$ cat src/verilog/gpc_map.svh
// register offsets, reset values and field layout of the pin configuration port
// assumes a 16-pin port behind an aligned 32-bit register window
//
// What this block does
// a set wake-input enable bit opens the pin's input path to the wake-up unit, a clear one closes it.
// with function enable clear the pin is general-purpose i/o driven by direction and output latch.
// with function enable set the chosen peripheral owns the pin's direction and output value.
// reset clears every function enable bit so all pins start as general-purpose i/o.
// function select picks peripheral a at 0 and b at 1 and is ignored while function enable is clear.
// software keeps function select at 0 for pins without a b-side or without any alternate function.
// each pin routes to a fixed a or b peripheral signal, and reserved entries connect to nothing.
// every configuration bit acts on its own pin only.
// a set weak pull enable turns on the pull whenever the pin's output buffer is off.
// the weak pull applies in both general-purpose and peripheral mode.
// reset clears all weak pull enable bits.
// pull direction selects pulldown at 0 and pullup at 1, and matters only with the pull enabled.
// reset loads pull direction with all ones so pullups are selected.
// with wake input enabled a pin raises its wake signal while its level equals its output latch bit.
// reset clears the wake input enable register.
// direction 0 makes an input and 1 an output, and reset clears all direction bits.
// each writable register except irq_stat, where writing one clears a bit, reads back its last written value or its reset value.
`ifndef GPC_MAP_SVH
`define GPC_MAP_SVH

`define GPC_PINS          16
`define GPC_OFF_FEN       8'h00
`define GPC_OFF_DIR       8'h04
`define GPC_OFF_DIN       8'h08
`define GPC_OFF_DOUT      8'h0c
`define GPC_OFF_WPU       8'h10
`define GPC_OFF_FSEL      8'h18
`define GPC_OFF_IEN       8'h1c
`define GPC_OFF_PDR       8'h20
`define GPC_OFF_IRQ_STAT  8'h24
`define GPC_OFF_IRQ_MASK  8'h28

`define GPC_RST_ZERO      16'h0000
`define GPC_RST_PDR       16'hffff

`define GPC_RESP_OKAY     2'b00
`define GPC_RESP_SLVERR   2'b10

`endif

$ cat src/verilog/gpc_pkg.sv
// types of the pin configuration port; constants live in gpc_map.svh
// assumes the map header is on the include path
`include "gpc_map.svh"

package gpc_pkg;

   typedef logic [`GPC_PINS-1:0] gpc_word_t;

   typedef struct packed {
      gpc_word_t  fen;
      gpc_word_t  fsel;
      gpc_word_t  dir;
      gpc_word_t  dout;
      gpc_word_t  ien;
      gpc_word_t  wpu;
      gpc_word_t  pdr;
      gpc_word_t  irq_stat;
      gpc_word_t  irq_mask;
      gpc_word_t  sync1;
      gpc_word_t  sync2;
      gpc_word_t  sync3;
      gpc_word_t  pin;
      gpc_word_t  wake_prev;
      logic        aw_got;
      logic        w_got;
      logic [7:0]  wa;
      logic [31:0] wd;
      logic [3:0]  ws;
      logic        bvalid;
      logic [1:0]  bresp;
      logic        rvalid;
      logic [31:0] rdata;
      logic [1:0]  rresp;
   } gpc_state_t;

endpackage

$ cat src/verilog/gpc_port.sv
// pin configuration port: function routing, weak pulls, wake detection, axi4-lite slave
// assumes pad inputs are asynchronous and peripheral signals share clk_sys
`timescale 1ns/1ps
`include "gpc_map.svh"

module gpc_port
   import gpc_pkg::*;
#(
   parameter logic [`GPC_PINS-1:0] A_MAP = 16'hffff,
   parameter logic [`GPC_PINS-1:0] B_MAP = 16'hffff
) (
   input  wire logic                 clk_sys,
   input  wire logic                 rst,
   input  wire logic [7:0]           s_axi_awaddr,
   input  wire logic                 s_axi_awvalid,
   output      logic                 s_axi_awready,
   input  wire logic [31:0]          s_axi_wdata,
   input  wire logic [3:0]           s_axi_wstrb,
   input  wire logic                 s_axi_wvalid,
   output      logic                 s_axi_wready,
   output      logic [1:0]           s_axi_bresp,
   output      logic                 s_axi_bvalid,
   input  wire logic                 s_axi_bready,
   input  wire logic [7:0]           s_axi_araddr,
   input  wire logic                 s_axi_arvalid,
   output      logic                 s_axi_arready,
   output      logic [31:0]          s_axi_rdata,
   output      logic [1:0]           s_axi_rresp,
   output      logic                 s_axi_rvalid,
   input  wire logic                 s_axi_rready,
   input  wire logic [`GPC_PINS-1:0] pad_in,
   output      logic [`GPC_PINS-1:0] pad_out,
   output      logic [`GPC_PINS-1:0] pad_oe_n,
   output      logic [`GPC_PINS-1:0] pull_en,
   output      logic [`GPC_PINS-1:0] pull_up,
   input  wire logic [`GPC_PINS-1:0] periph_a_oe,
   input  wire logic [`GPC_PINS-1:0] periph_a_out,
   output      logic [`GPC_PINS-1:0] periph_a_in,
   input  wire logic [`GPC_PINS-1:0] periph_b_oe,
   input  wire logic [`GPC_PINS-1:0] periph_b_out,
   output      logic [`GPC_PINS-1:0] periph_b_in,
   output      logic [`GPC_PINS-1:0] wake_in,
   output      logic [`GPC_PINS-1:0] wake_req,
   output      logic                 irq
);

   gpc_state_t r_reg;
   gpc_state_t r_next;

   gpc_word_t drive;
   gpc_word_t drive_val;

   ////////////////////////////////////////////////////////////////////////////////
   // per-pin routing

   for (genvar i = 0; i < `GPC_PINS; i++) begin : g_pin
      logic use_b;
      logic a_on;
      logic b_on;
      // select only counts while the function is enabled
      assign use_b = r_reg.fen[i] & r_reg.fsel[i];
      // unmapped table entries neither drive nor see the pad
      assign a_on  = r_reg.fen[i] & ~use_b & A_MAP[i];
      assign b_on  = use_b & B_MAP[i];
      always_comb begin
         if (!r_reg.fen[i]) begin
            drive[i]     = r_reg.dir[i];
            drive_val[i] = r_reg.dout[i];
         end else begin
            drive[i]     = (a_on & periph_a_oe[i]) | (b_on & periph_b_oe[i]);
            drive_val[i] = (a_on & periph_a_out[i]) | (b_on & periph_b_out[i]);
         end
      end
      assign pad_oe_n[i]    = ~drive[i];
      assign pad_out[i]     = drive_val[i];
      // pull follows the buffer state in either mode
      assign pull_en[i]     = r_reg.wpu[i] & ~drive[i];
      assign pull_up[i]     = r_reg.wpu[i] & r_reg.pdr[i];
      assign periph_a_in[i] = a_on & r_reg.pin[i];
      assign periph_b_in[i] = b_on & r_reg.pin[i];
      assign wake_in[i]     = r_reg.ien[i] & r_reg.pin[i];
      assign wake_req[i]    = r_reg.ien[i] & ~(r_reg.pin[i] ^ r_reg.dout[i]);
   end

   assign irq = |(r_reg.irq_stat & r_reg.irq_mask);

   ////////////////////////////////////////////////////////////////////////////////
   // bus handshakes

   assign s_axi_awready = ~r_reg.aw_got & ~r_reg.bvalid;
   assign s_axi_wready  = ~r_reg.w_got & ~r_reg.bvalid;
   assign s_axi_arready = ~r_reg.rvalid;
   assign s_axi_bvalid  = r_reg.bvalid;
   assign s_axi_bresp   = r_reg.bresp;
   assign s_axi_rvalid  = r_reg.rvalid;
   assign s_axi_rdata   = r_reg.rdata;
   assign s_axi_rresp   = r_reg.rresp;

   function automatic gpc_word_t merge(gpc_word_t old, logic [31:0] d, logic [3:0] s);
      gpc_word_t v;
      v = old;
      if (s[0]) begin
         v[7:0] = d[7:0];
      end
      if (s[1]) begin
         v[15:8] = d[15:8];
      end
      return v;
   endfunction

   ////////////////////////////////////////////////////////////////////////////////
   // next state

   always_comb begin
      gpc_word_t clr;
      gpc_word_t rd;
      logic      hit;
      clr    = '0;
      rd     = '0;
      hit    = 1'b1;
      r_next = r_reg;

      // three-stage sync; a change is taken once the last two agree
      r_next.sync1 = pad_in;
      r_next.sync2 = r_reg.sync1;
      r_next.sync3 = r_reg.sync2;
      for (int k = 0; k < `GPC_PINS; k++) begin
         if (r_reg.sync2[k] == r_reg.sync3[k]) begin
            r_next.pin[k] = r_reg.sync3[k];
         end
      end

      if (s_axi_awvalid && s_axi_awready) begin
         r_next.aw_got = 1'b1;
         r_next.wa     = s_axi_awaddr;
      end
      if (s_axi_wvalid && s_axi_wready) begin
         r_next.w_got = 1'b1;
         r_next.wd    = s_axi_wdata;
         r_next.ws    = s_axi_wstrb;
      end
      if (r_reg.bvalid && s_axi_bready) begin
         r_next.bvalid = 1'b0;
      end

      if (r_reg.aw_got && r_reg.w_got) begin
         r_next.aw_got = 1'b0;
         r_next.w_got  = 1'b0;
         r_next.bvalid = 1'b1;
         r_next.bresp  = `GPC_RESP_OKAY;
         unique case ({r_reg.wa[7:2], 2'b00})
            `GPC_OFF_FEN:      r_next.fen      = merge(r_reg.fen, r_reg.wd, r_reg.ws);
            `GPC_OFF_DIR:      r_next.dir      = merge(r_reg.dir, r_reg.wd, r_reg.ws);
            `GPC_OFF_DOUT:     r_next.dout     = merge(r_reg.dout, r_reg.wd, r_reg.ws);
            `GPC_OFF_WPU:      r_next.wpu      = merge(r_reg.wpu, r_reg.wd, r_reg.ws);
            `GPC_OFF_FSEL:     r_next.fsel     = merge(r_reg.fsel, r_reg.wd, r_reg.ws);
            `GPC_OFF_IEN:      r_next.ien      = merge(r_reg.ien, r_reg.wd, r_reg.ws);
            `GPC_OFF_PDR:      r_next.pdr      = merge(r_reg.pdr, r_reg.wd, r_reg.ws);
            `GPC_OFF_IRQ_MASK: r_next.irq_mask = merge(r_reg.irq_mask, r_reg.wd, r_reg.ws);
            `GPC_OFF_IRQ_STAT: clr             = merge('0, r_reg.wd, r_reg.ws);
            `GPC_OFF_DIN:      ;
            default:           r_next.bresp    = `GPC_RESP_SLVERR;
         endcase
      end

      // sticky wake events; a new event beats a clear in the same cycle
      r_next.wake_prev = wake_req;
      r_next.irq_stat  = (r_reg.irq_stat & ~clr) | (wake_req & ~r_reg.wake_prev);

      if (r_reg.rvalid && s_axi_rready) begin
         r_next.rvalid = 1'b0;
      end
      if (s_axi_arvalid && s_axi_arready) begin
         unique case ({s_axi_araddr[7:2], 2'b00})
            `GPC_OFF_FEN:      rd = r_reg.fen;
            `GPC_OFF_DIR:      rd = r_reg.dir;
            `GPC_OFF_DIN:      rd = r_reg.pin;
            `GPC_OFF_DOUT:     rd = r_reg.dout;
            `GPC_OFF_WPU:      rd = r_reg.wpu;
            `GPC_OFF_FSEL:     rd = r_reg.fsel;
            `GPC_OFF_IEN:      rd = r_reg.ien;
            `GPC_OFF_PDR:      rd = r_reg.pdr;
            `GPC_OFF_IRQ_STAT: rd = r_reg.irq_stat;
            `GPC_OFF_IRQ_MASK: rd = r_reg.irq_mask;
            default:           hit = 1'b0;
         endcase
         r_next.rvalid = 1'b1;
         r_next.rdata  = {16'h0000, rd};
         r_next.rresp  = hit ? `GPC_RESP_OKAY : `GPC_RESP_SLVERR;
      end
   end

   ////////////////////////////////////////////////////////////////////////////////
   // state register

   always_ff @(posedge clk_sys or posedge rst) begin
      if (rst) begin
         r_reg          <= '0;
         r_reg.fen      <= `GPC_RST_ZERO;
         r_reg.wpu      <= `GPC_RST_ZERO;
         r_reg.pdr      <= `GPC_RST_PDR;
         r_reg.ien      <= `GPC_RST_ZERO;
         r_reg.dir      <= `GPC_RST_ZERO;
      end else begin
         r_reg <= r_next;
      end
   end
endmodule

$ cat config.mk
export PLATFORM = sky130hd
export DESIGN_NAME = gpc_port
export DESIGN_NICKNAME = d
export VERILOG_FILES = /design/src/verilog/gpc_pkg.sv /design/src/verilog/gpc_port.sv
export VERILOG_INCLUDE_DIRS = /design/src /design/src/verilog
export SDC_FILE = /design/constraint.sdc
export NUM_CORES = 1
export LEC_CHECK = 0
export BUFFER_PORTS_ARGS = -buffer_cell sky130_fd_sc_hd__buf_2
export CAP_MARGIN = 5
export CORE_MARGIN = 3
export CORE_UTILIZATION = 55
export CTS_BUF_LIST = sky130_fd_sc_hd__clkbuf_2
export DETAILED_ROUTE_END_ITERATION = 7
export PLACE_DENSITY = 0.82
export SKIP_CTS_REPAIR_TIMING = 1
export SLEW_MARGIN = 20
export SYNTH_ARGS = -nofsm -noshare
export SYNTH_HDL_FRONTEND = slang
export SYNTH_SLANG_ARGS = --single-unit
$ cat constraint.sdc
create_clock -name clk_sys -period 9.21 [get_ports clk_sys]
set_input_delay 0 -clock clk_sys [delete_from_list [all_inputs] [get_ports clk_sys]]
set_output_delay 0 -clock clk_sys [all_outputs]
set_load 0.1 [all_outputs]
==> metrics.log <==
[metrics] post-placement cell count: 1500
[metrics] share of final-layout standard cells stronger than drive strength 1: 0.388
[metrics] port bufs: 268
[metrics] CTS tree: built
[metrics] number of unique standard cell types used by synthesis: 50
[metrics] # fillers: 1554
[metrics] final standard cell area without fillers: 0.0157 sq mm
[metrics] Reg power frac: 0.375
[metrics] number of storage elements in the synthesis netlist: 270
[metrics] number of vias per cell after detailed routing: 5.70
[metrics] number of buffers added by the clock tree synthesis step: 70
[metrics] net switching power: 0.00261 W
[metrics] count of pins on the block boundary: 309
[metrics] total number of nets in the final design: 1551
[metrics] slew margin rel.: 0.262
[metrics] maximum vdd ir drop: 0.458 mV
[metrics] Horiz. Die Dim: 157 um
[metrics] area inside the core boundary: 0.0222 sq mm
[metrics] unrepaired setup endpoints after global routing: false
[metrics] combinational share of power: 0.459
[metrics] worst path setup slack after routing: 6.35 ns
[metrics] WL per Instance: 20.9 um
[metrics] H-tree Lvls: 3
[metrics] flip-flop count of the largest register, all copies and words added: 218
[metrics] result of the run: finished, final reports clean
[metrics] Max Buffers Root-to-Sink: 3
[metrics] register area share after synthesis: 0.538
[metrics] clock share of power: 0.166
[metrics] shortest clock period the worst path allows after layout: 2.86 ns
[metrics] Yosys warning total: 0
[metrics] Clock Latency Late Sink: 0.79 ns
[metrics] timing-limited maximum frequency: 0.350 GHz
[metrics] leading cell types by total area after synthesis: sky130_fd_sc_hd__dfrtp_1, sky130_fd_sc_hd__mux2_2, sky130_fd_sc_hd__mux2i_1, sky130_fd_sc_hd__and2_1, sky130_fd_sc_hd__dfstp_2
[metrics] max-cap violations: 0
[metrics] fin cells: 1745
[metrics] Pins Over Slew Limit: 0
[metrics] final global-route overflow total: 0
[metrics] class of the tightest hold or removal check: in2reg
[metrics] via count: 9942
[metrics] Antenna Violating Nets Remaining: 0
[metrics] Fin. Hold Viols: 0
[metrics] Post-synth EDFFs: 0
[metrics] number of standard-cell rows in the floorplan: 54
[metrics] switching share of power: 0.513
[metrics] beginning of the critical path: s_axi_araddr[7]
[metrics] aggregate global-route resource usage: 0.273
[metrics] Final setup viols: 0
[metrics] initial antenna violation count: 1
[metrics] most frequently used flop master after synthesis: sky130_fd_sc_hd__dfrtp_1
[metrics] first-pass GRT wire length: 51900 um
[metrics] instance count of the mapped netlist: 1027
[metrics] origin of the critical flop-to-flop path: s_axi_rvalid
[metrics] post-synth top area cell: sky130_fd_sc_hd__dfrtp_1
[metrics] pre-CTS setup slack: 6.89 ns
[metrics] critical hold path startpoint: s_axi_araddr[3]
[metrics] clock tree root driver cell: sky130_fd_sc_hd__clkbuf_2
[metrics] CP arrival: 3.58 ns
[metrics] synth-to-layout area growth: 24.5%
[metrics] power density over cell area: 323 mW/mm^2
[metrics] via count of the first global-routing pass: 9453
[metrics] critical path endpoint category: flip-flop
[metrics] clock-pin slew on the worst setup and hold paths: 0.10 ns
[metrics] area after detailed placement: 0.0138 sq mm
[metrics] required time of the critical path: 9.93 ns
[metrics] reported leakage power: 7.81 nW
[metrics] Tcrit/Tclk final: 0.310
[metrics] CTS sink count: 270
[metrics] HPWL after detailed placement: 22900 um
[metrics] maximum fanout count along the critical path: 16
[metrics] cell area after technology mapping: 0.0126 sq mm
[metrics] share of Yosys cell area claimed by the top area cell type: 0.504
[metrics] iteration-0 DRC count of the detailed router: 811
[metrics] Clock Skews: 0.0319 ns
[metrics] Initial Utilization: 0.569
[metrics] DRC Markers: 0
[metrics] average size of a mapped cell: 12.3 sq um
[metrics] Worst Tran Pin Value: 1.10 ns
[metrics] share of synthesized registers carrying an async set or reset: 1.00
[metrics] internal cell power: 0.00247 W
[metrics] maximum number of pins on one net before global-route repair: 127
[metrics] Routability Congestion: 0.807
[metrics] Initial DRT Pass Iterations: 8
[metrics] aggregate negative setup slack: 0 ns
[metrics] die outline height: 157 um
[metrics] total wirelength of the detailed-routed design: 36400 um
[metrics] crit start category: input port
[metrics] Crit Path Category: in2reg
[metrics] Die Area: 0.0248 sq mm
==> final cells by class <==
| cell class | instances | area [sq um] | area share |
|---|---|---|---|
| Antenna cell | 1 | 2.50 | 0.000159 |
| Clock buffer | 109 | 546 | 0.0348 |
| Clock inverter | 15 | 110 | 0.00702 |
| Inverter | 21 | 86.3 | 0.00550 |
| Multi-Input combinational cell | 655 | 5230 | 0.333 |
| Sequential cell | 270 | 6780 | 0.432 |
| Tap cell | 280 | 350 | 0.0223 |
| Timing Repair Buffer | 394 | 2590 | 0.165 |
==> per-layer routing <==
layer / part of all wire / vias to the layer above / GRT usage
met5: 0 / - / 0
met4: 0.021 / 0 / 0.0822
met3: 0.074 / 69 / 0.0591
met2: 0.50 / 473 / 0.438
met1: 0.40 / 4986 / 0.379
li1: - / 4414 / -
==> synth_stat cells (all sizes together), types with 11 or more instances <==
master / n
a21oi: 37
a22o: 29
a22oi: 31
and2: 68
and3: 16
buf: 87
clkbuf: 11
dfrtp: 254
dfstp: 16
inv: 21
maj3: 16
mux2: 154
mux2i: 48
mux4: 12
nand2: 66
nand3: 14
nor2: 48
o21ai: 19
xnor2: 16
==> metrics by stage <==
stage,hold WS (ns),utilization,total power [W]
finish,0.188,0.708,0.00508
global route,0.180,0.708,0.00531
CTS,-0.789,0.653,0.00494
detailed placement,0.109,0.624,0.00410
global placement,0.108,0.624,0.00405
floorplan,0.0314,-,0.00371
==> power groups by stage <==
| stage | clock [W] | sequential [W] | combinational, W |
|---|---|---|---|
| 6_report | 0.000842 | 0.00190 | 0.00233 |
| 5_1_grt | 0.000927 | 0.00195 | 0.00243 |
| 4_1_cts | 0.000860 | 0.00189 | 0.00220 |
| 3_5_place_dp | 0 | 0.00191 | 0.00219 |
| 3_3_place_gp | 0 | 0.00189 | 0.00216 |
| 2_1_floorplan | 0 | 0.00172 | 0.00198 |
==> cells by family after synthesis <==
logic type,share of synthesized area
adders and majority gates,0.0127
AOI/OAI and AO/OA,0.0866
buffers and inverters,0.0537
xor gates and xnor gates,0.0111
other,0.000297
and+or+nand+nor,0.101
muxes,0.197
DFF,0.538
==> final timing paths <==
kind	end	slack (ns)	cells past startpoint
max reg2reg	s_axi_rdata[13]	6.51	5
min	s_axi_rdata[5]	0.19	5
max in group asynchronous	r_reg[235]	7.12	5
min reg2reg	r_next[124]	0.35	0
max	s_axi_rdata[13]	6.35	8
min in group asynchronous	r_reg[108]	0.57	4
==> worst max-delay path, stage by stage <==
cell	delay, ns
sky130_fd_sc_hd__dlygate4sd3_1	0.58
sky130_fd_sc_hd__buf_2	0.17
sky130_fd_sc_hd__or4b_4	0.53
sky130_fd_sc_hd__dlygate4sd3_1	0.66
sky130_fd_sc_hd__nor3_4	0.74
sky130_fd_sc_hd__nand2_1	0.17
sky130_fd_sc_hd__a31oi_1	0.16
sky130_fd_sc_hd__dlygate4sd3_1	0.55
==> placed cells by master, fill, tap and decap left out, types with 18 or more instances in the layout <==
cell type                       Yosys  routed
sky130_fd_sc_hd__buf_2             13     268
sky130_fd_sc_hd__dfrtp_1          254     254
sky130_fd_sc_hd__mux2_2           138     138
sky130_fd_sc_hd__dlygate4sd3_1      0     120
sky130_fd_sc_hd__clkbuf_2           0     109
sky130_fd_sc_hd__and2_1            68      68
sky130_fd_sc_hd__nand2_1           66      66
sky130_fd_sc_hd__mux2i_1           48      48
sky130_fd_sc_hd__nor2_1            45      45
sky130_fd_sc_hd__a21oi_1           37      37
sky130_fd_sc_hd__a22oi_1           31      31
sky130_fd_sc_hd__a22o_1            29      29
sky130_fd_sc_hd__inv_1             21      20
sky130_fd_sc_hd__o21ai_0           19      19
sky130_fd_sc_hd__conb_1             1      18
Note: power is estimated with default switching activity, not from simulation.
